==> config.mk <==
export PLATFORM = sky130hd
export DESIGN_NAME = rtc_alarm_cal
export DESIGN_NICKNAME = d
export VERILOG_FILES = /design/src/inc/rtc_pkg.sv /design/src/verilog/rtc_tick_gen.sv /design/src/verilog/rtc_alarm_cal.sv
export VERILOG_INCLUDE_DIRS = /design/src /design/src/inc
export SDC_FILE = /design/constraint.sdc
export NUM_CORES = 1
export LEC_CHECK = 0
export ABC_CLOCK_PERIOD_IN_PS = 14900
export BUFFER_PORTS_ARGS = -buffer_cell sky130_fd_sc_hd__buf_2
export CAP_MARGIN = 40
export CORE_MARGIN = 4
export CORE_UTILIZATION = 55
export DETAILED_ROUTE_END_ITERATION = 10
export PLACE_DENSITY_LB_ADDON = 0.05
export SYNTH_ARGS = -nofsm -noshare
export SYNTH_HDL_FRONTEND = slang
export SYNTH_SLANG_ARGS = --single-unit
export TNS_END_PERCENT = 20
==> constraint.sdc <==
create_clock -name mclk_i -period 14.9 [get_ports mclk_i]
set_clock_uncertainty 0.15 [all_clocks]
set_input_delay 1.49 -clock mclk_i [delete_from_list [all_inputs] [get_ports mclk_i]]
set_output_delay 1.49 -clock mclk_i [all_outputs]
set_load 0.01 [all_outputs]
==> src/inc/rtc_defines.svh <==
/*
 Constants for the real-time clock: counter widths, divider ratio, trim span and alarm limits.
 Assumes inclusion by bare name from the design files; holds definitions only.
*/
`ifndef RTC_DEFINES_SVH
`define RTC_DEFINES_SVH

// ----------------------------------------------------------------
// Counter layout
// ----------------------------------------------------------------
`define RTC_SEC_W      32          // Absolute seconds width
`define RTC_SUB_W      12          // Sub-second field, 4096 steps a second
`define RTC_DIV_W      3           // Divide-by-eight prescaler bits
`define RTC_SSA_W      32          // Sub-second alarm interval width

// ----------------------------------------------------------------
// Time-of-day alarm limits, in seconds
// ----------------------------------------------------------------
`define RTC_TOD_W      21          // Interval field width
`define RTC_TOD_MIN_S  21'h000001  // 1 second
`define RTC_TOD_MAX_S  21'h0FD200  // 12 days = 1036800 seconds

// ----------------------------------------------------------------
// Rate trim
// ----------------------------------------------------------------
`define RTC_TRIM_W     8           // Signed ppm trim
`define RTC_TRIM_MAX   7'h7F       // 127 ppm magnitude limit
`define RTC_ACC_W      20          // Accumulator width for one million
`define RTC_PPM_SPAN   20'hF4240   // 1000000 crystal edges

`endif

==> src/inc/rtc_pkg.sv <==
/*
 Types shared by the real-time clock modules.
 Assumes nothing beyond a SystemVerilog compiler.
*/
package rtc_pkg;

	// Alarm life cycle
	typedef enum logic [1:0] {
		RTC_ALM_IDLE,
		RTC_ALM_ARMED,
		RTC_ALM_SPENT
	} rtc_alm_state_t;

endpackage : rtc_pkg

==> src/verilog/rtc_tick_gen.sv <==
/*
 Crystal edge detector with ppm rate trim.
 Assumes the crystal or external time base arrives asynchronously on a pin and is far
 slower than mclk_i (32.768 kHz against 100 MHz).
*/
`timescale 1ns/100ps
`include "rtc_defines.svh"

module rtc_tick_gen
(
	input  wire logic                   mclk_i,
	input  wire logic                   rst_i,
	input  wire logic                   ce_i,
	input  wire logic                   xtal_i,   // Crystal time base pin
	input  wire logic [`RTC_TRIM_W-1:0] trim_i,   // Signed ppm trim
	output logic      [1:0]             step_o    // Prescaler steps this cycle: 0, 1 or 2
);

	// ----------------------------------------------------------------
	// Synchroniser and stable level
	// ----------------------------------------------------------------
	logic                  s1_q, s2_q, s3_q; // Three-stage pin synchroniser
	logic                  lvl_q;            // Accepted level
	logic                  rise;             // Accepted rising edge
	logic [`RTC_ACC_W-1:0] acc_q, acc_d;     // Error accumulator
	logic [6:0]            mag;              // Trim magnitude
	logic                  corr;             // Correction due this edge
	logic [`RTC_ACC_W:0]   sum;              // Widened accumulator sum

	// Only the second and third stages are compared
	always_ff @(posedge mclk_i or posedge rst_i)
	begin
		if (rst_i)
		begin
			s1_q  <= 1'h0;
			s2_q  <= 1'h0;
			s3_q  <= 1'h0;
			lvl_q <= 1'h0;
		end
		else if (ce_i)
		begin
			s1_q <= xtal_i;
			s2_q <= s1_q;
			s3_q <= s2_q;
			// A change counts once two stages agree
			if (s2_q == s3_q)
			begin
				lvl_q <= s3_q;
			end
		end
	end

	assign rise = (s2_q == s3_q) && s3_q && !lvl_q;

	// ----------------------------------------------------------------
	// Trim: one extra or one dropped edge per million per ppm
	// ----------------------------------------------------------------
	// Magnitude clamped to 127; -128 would otherwise wrap to 0
	always_comb
	begin
		mag = trim_i[7] ? 7'((~trim_i) + 8'h01) : trim_i[6:0];
		if (trim_i == 8'h80)
		begin
			mag = `RTC_TRIM_MAX;
		end
		sum   = {1'h0, acc_q} + {14'h0000, mag};
		corr  = (sum >= {1'h0, `RTC_PPM_SPAN});
		acc_d = corr ? `RTC_ACC_W'(sum - {1'h0, `RTC_PPM_SPAN}) : sum[`RTC_ACC_W-1:0];
	end

	// Accumulator advances on each accepted edge
	always_ff @(posedge mclk_i or posedge rst_i)
	begin
		if (rst_i)
		begin
			acc_q <= `RTC_ACC_W'h0;
		end
		else if (ce_i && rise)
		begin
			acc_q <= acc_d;
		end
	end

	// Positive trim doubles a step, negative drops one
	always_comb
	begin
		if (!ce_i || !rise)
		begin
			step_o = 2'h0;
		end
		else if (corr)
		begin
			step_o = trim_i[7] ? 2'h0 : 2'h2;
		end
		else
		begin
			step_o = 2'h1;
		end
	end

endmodule : rtc_tick_gen

==> src/verilog/rtc_alarm_cal.sv <==
/*
 Real-time clock: seconds counter, sub-second counter, two recurring alarms, rate trim
 and calibration output.
 Assumes a 32.768 kHz time base on slow_crystal_osc_i, a 100 MHz mclk_i kept alive in
 the low-power modes, and a power controller that reads irq_o and wake_o.
*/
`timescale 1ns/100ps
`include "rtc_defines.svh"

module rtc_alarm_cal
(
	input  wire logic                   mclk_i,
	input  wire logic                   rst_i,
	input  wire logic                   ce_i,
	input  wire logic                   slow_crystal_osc_i, // 32.768 kHz time base
	input  wire logic                   rtc_en_i,           // Counting enable
	input  wire logic                   sec_load_i,         // Load seconds pulse
	input  wire logic [`RTC_SEC_W-1:0]  sec_val_i,          // Seconds load value
	input  wire logic [`RTC_TRIM_W-1:0] trim_i,             // Signed ppm trim
	input  wire logic                   tod_en_i,           // Time-of-day alarm enable
	input  wire logic                   tod_recur_i,        // Time-of-day alarm recurs
	input  wire logic [`RTC_TOD_W-1:0]  tod_ival_i,         // Seconds ahead
	input  wire logic                   ssa_en_i,           // Sub-second alarm enable
	input  wire logic                   ssa_recur_i,        // Sub-second alarm recurs
	input  wire logic [`RTC_SSA_W-1:0]  ssa_ival_i,         // 1/4096 s ahead
	input  wire logic                   tod_clr_i,          // Clear time-of-day flag
	input  wire logic                   ssa_clr_i,          // Clear sub-second flag
	input  wire logic                   irq_en_i,           // Route flags to interrupt
	input  wire logic                   wake_en_i,          // Route flags to wake
	input  wire logic                   cal_en_i,           // Calibration pin function
	output logic      [`RTC_SEC_W-1:0]  seconds_o,
	output logic      [`RTC_SUB_W-1:0]  subsec_o,
	output logic                        tod_flag_o,
	output logic                        ssa_flag_o,
	output logic                        irq_o,
	output logic                        wake_o,
	output logic                        rtc_cal_out_o,
	output logic                        rtc_cal_oe_o
);

	// ----------------------------------------------------------------
	// Time base
	// ----------------------------------------------------------------
	logic [1:0]            step;        // Prescaler steps from trim stage
	logic [`RTC_DIV_W-1:0] div_q;       // Divide-by-eight prescaler
	logic [`RTC_SUB_W-1:0] sub_q;       // Sub-second counter
	logic [`RTC_SEC_W-1:0] sec_q;       // Absolute seconds
	logic [`RTC_DIV_W+`RTC_SUB_W:0] low_sum; // Prescaler and sub-second with carry
	logic                  sub_adv;     // Sub-second stepped this cycle
	logic                  sec_adv;     // Sub-second wrapped this cycle

	// Crystal edges, trimmed. Its rate sets the 4096 Hz step.
	rtc_tick_gen u_tick
	(
		.mclk_i (mclk_i),
		.rst_i  (rst_i),
		.ce_i   (ce_i),
		.xtal_i (slow_crystal_osc_i),
		.trim_i (trim_i),
		.step_o (step)
	);

	// One wide add keeps the carry chain exact for double steps
	always_comb
	begin
		low_sum = {1'h0, sub_q, div_q} + {13'h0000, (rtc_en_i ? step : 2'h0)};
		sub_adv = (low_sum[`RTC_DIV_W+`RTC_SUB_W-1:`RTC_DIV_W] != sub_q) || low_sum[`RTC_DIV_W+`RTC_SUB_W];
		sec_adv = low_sum[`RTC_DIV_W+`RTC_SUB_W];
	end

	// Counting depends on rtc_en_i and ce_i only, never on the power mode
	always_ff @(posedge mclk_i or posedge rst_i)
	begin
		if (rst_i)
		begin
			div_q <= `RTC_DIV_W'h0;
			sub_q <= `RTC_SUB_W'h0;
		end
		else if (ce_i)
		begin
			{sub_q, div_q} <= low_sum[`RTC_DIV_W+`RTC_SUB_W-1:0];
		end
	end

	// Seconds: load wins over counting
	always_ff @(posedge mclk_i or posedge rst_i)
	begin
		if (rst_i)
		begin
			sec_q <= `RTC_SEC_W'h0;
		end
		else if (ce_i)
		begin
			if (sec_load_i)
			begin
				sec_q <= sec_val_i;
			end
			else if (sec_adv)
			begin
				sec_q <= sec_q + `RTC_SEC_W'h1;
			end
		end
	end

	assign seconds_o = sec_q;
	assign subsec_o  = sub_q;

	// ----------------------------------------------------------------
	// Time-of-day alarm
	// ----------------------------------------------------------------
	rtc_pkg::rtc_alm_state_t tod_st_q;   // Alarm state
	logic [`RTC_SEC_W-1:0]   tod_tgt_q;  // Absolute target second
	logic [`RTC_TOD_W-1:0]   tod_iv;     // Clamped interval
	logic                    tod_hit;    // Target second reached

	// Out-of-range intervals are clamped rather than refused
	always_comb
	begin
		tod_iv = tod_ival_i;
		if (tod_ival_i < `RTC_TOD_MIN_S)
		begin
			tod_iv = `RTC_TOD_MIN_S;
		end
		else if (tod_ival_i > `RTC_TOD_MAX_S)
		begin
			tod_iv = `RTC_TOD_MAX_S;
		end
		tod_hit = (tod_st_q == rtc_pkg::RTC_ALM_ARMED) && sec_adv && !sec_load_i
		          && (sec_q + `RTC_SEC_W'h1 == tod_tgt_q);
	end

	// Arms on enable, target measured from the current second
	always_ff @(posedge mclk_i or posedge rst_i)
	begin
		if (rst_i)
		begin
			tod_st_q  <= rtc_pkg::RTC_ALM_IDLE;
			tod_tgt_q <= `RTC_SEC_W'h0;
		end
		else if (ce_i)
		begin
			unique case (tod_st_q)
				rtc_pkg::RTC_ALM_IDLE:
				begin
					if (tod_en_i)
					begin
						tod_tgt_q <= sec_q + `RTC_SEC_W'(tod_iv);
						tod_st_q  <= rtc_pkg::RTC_ALM_ARMED;
					end
				end
				rtc_pkg::RTC_ALM_ARMED:
				begin
					if (!tod_en_i)
					begin
						tod_st_q <= rtc_pkg::RTC_ALM_IDLE;
					end
					else if (tod_hit)
					begin
						// Recurring alarm rearms from the hit second
						if (tod_recur_i)
						begin
							tod_tgt_q <= tod_tgt_q + `RTC_SEC_W'(tod_iv);
						end
						else
						begin
							tod_st_q <= rtc_pkg::RTC_ALM_SPENT;
						end
					end
				end
				rtc_pkg::RTC_ALM_SPENT:
				begin
					// Software drops enable to arm again
					if (!tod_en_i)
					begin
						tod_st_q <= rtc_pkg::RTC_ALM_IDLE;
					end
				end
			endcase
		end
	end

	// ----------------------------------------------------------------
	// Sub-second alarm
	// ----------------------------------------------------------------
	rtc_pkg::rtc_alm_state_t ssa_st_q;   // Alarm state
	logic [`RTC_SSA_W-1:0]   ssa_cnt_q;  // Steps left
	logic [`RTC_SSA_W-1:0]   ssa_iv;     // Interval, at least one step
	logic                    ssa_hit;    // Last step taken

	always_comb
	begin
		ssa_iv  = (ssa_ival_i == `RTC_SSA_W'h0) ? `RTC_SSA_W'h1 : ssa_ival_i;
		ssa_hit = (ssa_st_q == rtc_pkg::RTC_ALM_ARMED) && sub_adv && (ssa_cnt_q == `RTC_SSA_W'h1);
	end

	// Counts down one per 1/4096 s step
	always_ff @(posedge mclk_i or posedge rst_i)
	begin
		if (rst_i)
		begin
			ssa_st_q  <= rtc_pkg::RTC_ALM_IDLE;
			ssa_cnt_q <= `RTC_SSA_W'h0;
		end
		else if (ce_i)
		begin
			unique case (ssa_st_q)
				rtc_pkg::RTC_ALM_IDLE:
				begin
					if (ssa_en_i)
					begin
						ssa_cnt_q <= ssa_iv;
						ssa_st_q  <= rtc_pkg::RTC_ALM_ARMED;
					end
				end
				rtc_pkg::RTC_ALM_ARMED:
				begin
					if (!ssa_en_i)
					begin
						ssa_st_q <= rtc_pkg::RTC_ALM_IDLE;
					end
					else if (ssa_hit)
					begin
						if (ssa_recur_i)
						begin
							ssa_cnt_q <= ssa_iv;
						end
						else
						begin
							ssa_st_q <= rtc_pkg::RTC_ALM_SPENT;
						end
					end
					else if (sub_adv)
					begin
						ssa_cnt_q <= ssa_cnt_q - `RTC_SSA_W'h1;
					end
				end
				rtc_pkg::RTC_ALM_SPENT:
				begin
					if (!ssa_en_i)
					begin
						ssa_st_q <= rtc_pkg::RTC_ALM_IDLE;
					end
				end
			endcase
		end
	end

	// ----------------------------------------------------------------
	// Flags, interrupt and wake
	// ----------------------------------------------------------------
	// Sticky flags; a hit in the clear cycle wins
	always_ff @(posedge mclk_i or posedge rst_i)
	begin
		if (rst_i)
		begin
			tod_flag_o <= 1'h0;
			ssa_flag_o <= 1'h0;
		end
		else if (ce_i)
		begin
			tod_flag_o <= tod_hit || (tod_flag_o && !tod_clr_i);
			ssa_flag_o <= ssa_hit || (ssa_flag_o && !ssa_clr_i);
		end
	end

	// Wake is combinational so it works with the core clock gated off
	assign irq_o  = irq_en_i && (tod_flag_o || ssa_flag_o);
	assign wake_o = wake_en_i && (tod_flag_o || ssa_flag_o);

	// ----------------------------------------------------------------
	// Calibration output
	// ----------------------------------------------------------------
	// Sub-second bit 0 gives 2048 Hz, so trim shows on the pin
	always_ff @(posedge mclk_i or posedge rst_i)
	begin
		if (rst_i)
		begin
			rtc_cal_out_o <= 1'h0;
			rtc_cal_oe_o  <= 1'h0;
		end
		else if (ce_i)
		begin
			rtc_cal_out_o <= cal_en_i && sub_q[0];
			rtc_cal_oe_o  <= cal_en_i;
		end
	end
endmodule : rtc_alarm_cal

==> results.json, run 1 <==
{
  "outcome": "finished clean",
  "synth_top_area_share_pct": 29.7,
  "cp_data_required_time_ns": 15.07,
  "finalCritPeriodShare_pct": 60.6,
  "setup_viol": 0,
  "powerDensity_mw_per_mm2": 158,
  "clockRootBuffer": "clkbuf_16",
  "wl_per_cell_um": 18.0,
  "path_clk_slew_ns": 0.07,
  "hold_viol": 0,
  "drt_wl_total_um": 34700,
  "nNetsFinal": 1790,
  "synth_seq_cells": 143,
  "cts_buffer_depth": 2,
  "post_cts_buffers": 0,
  "drt_iter0_drc": 891,
  "gp_congestion": 0.915,
  "path_class": "primary input to flip-flop",
  "routed_via_density": 6.21,
  "place_hpwl_um": 26200,
  "cp-start-kind": "primary input",
  "ir_drop_mv": 0.0892,
  "crit_path_end_kind": "flip-flop",
  "start_util_pct": 56.5,
  "maxCapViolCount": 0,
  "holdCritPathClass": "flip-flop to flip-flop",
  "dr.pass1.iters": 8,
  "synth_warnings": 0,
  "grt_overflow": 0,
  "area_growth_pct": 12.7,
  "placementRows": 53,
  "yosysMostFrequentCell": "nand2_1",
  "antenna_found_initial": 2,
  "worstMarginPinSlew_ns": 0.792,
  "cp_slowest_cell": "or3b_2",
  "finalPower_mw": 2.15,
  "synth_seq_area_share_pct": 29.7,
  "grt_use_total_pct": 28.5,
  "clk_latency_ns": 0.44,
  "tritoncts": "built",
  "die_area_mm2": 0.0243,
  "ys_types": 92,
  "maxSlewViolCount": 0,
  "vias": 12000,
  "fp.coreArea_mm2": 0.0213,
  "cts_resized": 0,
  "fmax_ghz": 0.111,
  "cts_buffers": 17,
  "fin_tns_setup_ns": 0,
  "synth_ff_type": "dfrtp_1",
  "max_stage_delay_ns": 0.54,
  "grt_pass1_vias": 11100,
  "syn_area_mm2": 0.0120,
  "dpl_cell_area_mm2": 0.0130,
  "clkSinkCount": 143,
  "synthCells": 1537,
  "drive_gt1_share_pct": 16.3,
  "h-tree-depth": 4,
  "grt_pass1_wl_um": 56800,
  "pin_count": 158,
  "die_h_um": 156,
  "die_w_um": 156,
  "synth_fp_nets": 1691,
  "fin_area_mm2": 0.0136,
  "slew_headroom_pct": 47.2,
  "synth_edf_count": 0,
  "grt_max_degree": 73,
  "power.leakage_nw": 5.71,
  "synthTopCellsByArea": "dfrtp_1 (30%), o21ai_0 (6.6%), a21oi_1 (5.6%)",
  "yosysTopAreaCell": "dfrtp_1",
  "fillers": 1935,
  "portBuffers": 157,
  "final_antenna_net_count": 0,
  "worst-path-max-fanout": 56,
  "async_reset_ff_share_pct": 100,
  "synth_common_cells": "nand2_1 (172), o21ai_0 (158), dfrtp_1 (143)",
  "crit_arrival_ns": 9.20,
  "ctsHoldBuffers": 0,
  "final-seq-area_mm2": 0.00358,
  "final.min_clock_period_ns": 9.03,
  "syn_area_per_cell_um2": 7.83,
  "grt_setup_unrepaired": "false",
  "drc_errors": 0,
  "multiInputGateArea_mm2": 0.00786
}
[stage by stage]
stage	util, %	hold WS (ns)	instances	setup WS (ns)
2_1_floorplan	-	0.300	1537	6.63
3_3_place_gp	60.4	0.314	1886	5.69
3_5_place_dp	60.9	0.326	1892	5.44
4_1_cts	63.7	0.343	1924	5.88
5_1_grt	63.7	0.366	1926	5.32
6_report	63.7	0.340	1926	5.87
[cell type report]
class | instances | area share, %
Multi-Input combinational cell | 1245 | 57.9
Sequential cell | 143 | 26.4
Timing Repair Buffer | 171 | 7.13
Clock buffer | 17 | 3.14
Tap cell | 275 | 2.54
Inverter | 58 | 1.64
Clock inverter | 15 | 1.20
Antenna cell | 2 | 0.0369
[metal layers]
metal  part of all wire, %  track usage [%]
met5                     0                0
met4                   2.0             8.21
met3                   8.1             5.44
met2                    45             43.4
met1                    45             41.5
[flip-flops by register name, summed over array words and instances (netlist names), 2 cells and up]
name / cells
tod_tgt_q: 32
tod_st_q: 2
ssa_cnt_q: 32
div_q: 3
seconds_o: 32
subsec_o: 12
ssa_st_q: 2
u_tick.acc_q: 20
[cell usage in the layout (no fill, tap or decap), types with 6 or more instances in the layout]
master	n
a211o_1	7
a211oi_1	8
a21o_1	17
a21oi_1	134
a22oi_1	14
a31oi_1	9
and2_1	19
and3_1	13
and4_1	13
buf_2	157
buf_4	9
clkbuf_16	17
dfrtp_1	143
ha_1	42
inv_1	56
inv_6	6
mux2_2	25
mux2i_1	22
nand2_1	171
nand3_1	52
nand4_1	34
nor2_1	111
nor2b_1	11
nor3_1	67
nor4_1	28
o2111ai_1	6
o211ai_1	7
o21a_1	12
o21ai_0	157
o21bai_1	6
o22ai_1	14
o31ai_1	13
or2_2	12
or3_1	16
or4_1	11
xnor2_1	55
xor2_1	40
[power breakdown]
part	switching [mW]	leakage, nW	internal [mW]	total, mW
Combinational	0.633	3.65	0.426	1.06
Sequential	0.156	1.77	0.500	0.657
Clock	0.208	0.291	0.225	0.433
[final timing paths]
check                      slack (ns)  cells past startpoint             from              end
min in group asynchronous        0.97                      2            rst_i    ssa_cnt_q[15]
hold / removal                   0.34                      2  u_tick.acc_q[6]  u_tick.acc_q[6]
max in group asynchronous       12.53                      4            rst_i    tod_tgt_q[22]
hold reg to reg                  0.34                      2  u_tick.acc_q[6]  u_tick.acc_q[6]
setup / recovery                 5.87                     36        trim_i[0]    tod_tgt_q[26]
setup reg to reg                 7.94                     29  u_tick.acc_q[0]    tod_tgt_q[26]
[critical path, delay by kind of cell]
family | cells | cell delay (ns)
adder cells (fa/ha/maj) | 5 | 1.08
XOR/XNOR | 1 | 0.28
AND/OR/NAND/NOR | 17 | 4.21
AO/OA/AOI/OAI | 7 | 1.25
buffers and inverters | 6 | 0.86
[kinds of logic (layout without fill, tap and decap cells)]
group                    Yosys count  after routing  share of synthesized area, %
AO/OA/AOI/OAI                    458            458                          23.4
multiplexers                      49             49                          4.36
buffers and inverters            149            261                          5.07
adder cells (fa/ha/maj)           46             46                          4.97
flip-flops                       143            143                          29.7
XOR/XNOR                          95             95                          6.91
AND/OR/NAND/NOR                  596            596                          25.5
other                              1              3                        0.0312
No activity file was read; power rests on OpenSTA's default activity.
==> run 2: changes to the inputs <==
Settings changed: ABC_AREA from default to 1, ABC_CLOCK_PERIOD_IN_PS 14900 to 7400, CORE_UTILIZATION 55 to 54.
Clock period 14.9 ns to 7.4 ns, I/O delays scaled along.
==> results.json, run 2 <==
{
  "powerDensity_mw_per_mm2": 319,
  "synth_top_area_share_pct": 29.5,
  "dpl_cell_area_mm2": 0.0132,
  "hold_viol": 0,
  "path_clk_slew_ns": 0.07,
  "fp.coreArea_mm2": 0.0220,
  "cp-startpoint": "trim_i[0]",
  "cts_resized": 0,
  "dr.pass1.iters": 8,
  "placementRows": 54,
  "final_common_cell": "nand2_1",
  "final_antenna_net_count": 0,
  "setup_viol": 0,
  "synth_edf_count": 0,
  "grt_overflow": 0,
  "synthAdderAreaFrac_pct": 4.94,
  "drt_iter0_drc": 1021,
  "ys_types": 49,
  "final_cell_mix": "nand2_1 (616), inv_1 (209), nor2_1 (194)",
  "place_hpwl_um": 29000,
  "crit_path_frequent_cell": "inv_1",
  "crit_arrival_ns": 6.84,
  "fillers": 2103,
  "final.min_clock_period_ns": 6.67,
  "synth_seq_cells": 143,
  "synth_common_cells": "nand2_1 (616), inv_1 (210), nor2_1 (195)",
  "synthCells": 1899,
  "cp-start-kind": "primary input",
  "multiInputGateArea_mm2": 0.00752,
  "cp_slowest_cell": "fa_1",
  "h-tree-depth": 4,
  "nNetsFinal": 2196,
  "power.leakage_nw": 7.11,
  "clockRootBuffer": "clkbuf_16",
  "die_h_um": 158,
  "cts_buffers": 17,
  "worstReg2RegStart": "u_tick.acc_q[0]",
  "vias": 13000,
  "holdCritPathClass": "primary input to async pin",
  "gp_congestion": 0.955,
  "post_cts_buffers": 0,
  "synth_seq_area_share_pct": 29.5,
  "yosys-mux-area-fraction_pct": 0,
  "drc_errors": 0,
  "clkSinkCount": 143,
  "synth_xor_area_share_pct": 6.53,
  "grt_setup_unrepaired": "false",
  "ctsHoldBuffers": 0,
  "synth_fp_nets": 2053,
  "syn_area_mm2": 0.0121,
  "grt_pass1_wl_um": 60500,
  "grt_max_degree": 69,
  "slew_headroom_pct": 47.1,
  "fin_area_mm2": 0.0138,
  "maxCapViolCount": 0,
  "outcome": "finished clean",
  "routed_via_density": 5.56,
  "die_area_mm2": 0.0249,
  "pin_count": 158,
  "ir_drop_mv": 0.158,
  "drive_gt1_share_pct": 11.5,
  "syn_area_per_cell_um2": 6.38,
  "synth_top_family_by_area": "simple AND/OR/NAND/NOR gates",
  "drt_wl_total_um": 37100,
  "yosysMostFrequentCell": "nand2_1",
  "synth_compound_area_share_pct": 12.6,
  "portBuffers": 157,
  "async_reset_ff_share_pct": 100,
  "synth_ff_type": "dfrtp_1",
  "max_stage_delay_ns": 0.42,
  "worst-path-max-fanout": 33,
  "synth_warnings": 0,
  "fin_tns_setup_ns": 0,
  "clk_latency_ns": 0.43,
  "path_class": "primary input to flip-flop",
  "cts_buffer_depth": 2,
  "grt_pass1_vias": 12300,
  "tritoncts": "built",
  "crit_path_end_kind": "flip-flop",
  "worstMarginPinSlew_ns": 0.792,
  "final-seq-area_mm2": 0.00358,
  "yosysTopAreaCell": "dfrtp_1",
  "antenna_found_initial": 0,
  "start_util_pct": 55.2,
  "finalCritPeriodShare_pct": 90.2,
  "fmax_ghz": 0.150,
  "wl_per_cell_um": 15.9,
  "synthTopCellsByArea": "dfrtp_1 (30%), nand2_1 (19%), inv_1 (6.5%)",
  "area_growth_pct": 14.2,
  "maxSlewViolCount": 0,
  "cp_data_required_time_ns": 7.57,
  "grt_use_total_pct": 30.1,
  "die_w_um": 158,
  "synth-simple-area-share_pct": 37.8,
  "reg2reg_depth": 31
}
-- run 2: cell count changes in the layout (fill, tap and decap cells not counted), moves of 15 or more --
cell / previous run / this run
mux2_2: 25 / 0
nor2_1: 111 / 194
xor2_1: 40 / 57
nand3_1: 52 / 147
a21oi_1: 134 / 64
mux2i_1: 22 / 0
or3_1: 16 / 1
nand2_1: 171 / 616
inv_1: 56 / 209
xnor2_1: 55 / 27
nor3_1: 67 / 21
o21ai_0: 157 / 138
-- run 2: cell type report --
class                      instances  area share (%)
sequential                       143            25.9
tap                              280            2.53
antenna                            1          0.0181
inverter                         214            5.84
multi-input combinational       1491            54.4
clock buffer                      20            3.23
clock inverter                    12            1.15
timing repair buffer             175            7.00
-- run 2: through the flow --
step	instances	hold slack (ns)	utilization (%)	worst slack (ns)	power [mW]
after floorplan	1899	0.292	-	1.70	2.91
after global placement	2300	0.303	59.9	0.527	3.42
after detailed placement	2303	0.304	60.2	0.356	3.47
after CTS	2335	0.294	63.0	0.753	4.39
after global routing	2335	0.317	63.0	0.0474	4.80
final	2336	0.258	63.0	0.728	4.41
-- run 2: critical path, delay by kind of cell --
kind	cells	cell delay, ns
adders and majority gates	5	1.23
buffers and inverters	9	0.76
xor gates and xnor gates	1	0.23
and+or+nand+nor	25	3.86
-- run 2: kinds of logic after synthesis --
| family | count (synthesis) |
|---|---|
| other | 1 |
| buffers and inverters | 265 |
| and+or+nand+nor | 1080 |
| DFF | 143 |
| adders and majority gates | 46 |
| xor gates and xnor gates | 87 |
| AOI/OAI and AO/OA | 277 |
-- run 2: layer usage --
metal,global-route usage (%),vias to the layer above,wire length [µm]
li1,-,6458,-
met1,39.5,6016,16200
met2,50.4,416,17600
met3,3.58,94,1910
met4,12.2,0,1480
met5,0,-,0
-- run 2: power by group --
group	total [mW]	leakage (nW)	internal [mW]	switching, mW
Sequential	1.27	1.81	1.02	0.254
Combinational	2.24	5.01	0.785	1.45
Clock	0.909	0.291	0.542	0.367
Total	4.41	7.11	2.34	2.07
-- run 2: worst paths after layout --
check	slack, ns	to
min reg2reg	0.32	rtc_cal_oe_o
max reg2reg	1.69	tod_tgt_q[10]
min	0.26	ssa_cnt_q[15]
max in group asynchronous	5.67	subsec_o[8]
max	0.73	tod_tgt_q[10]
min in group mclk_i	0.32	rtc_cal_oe_o
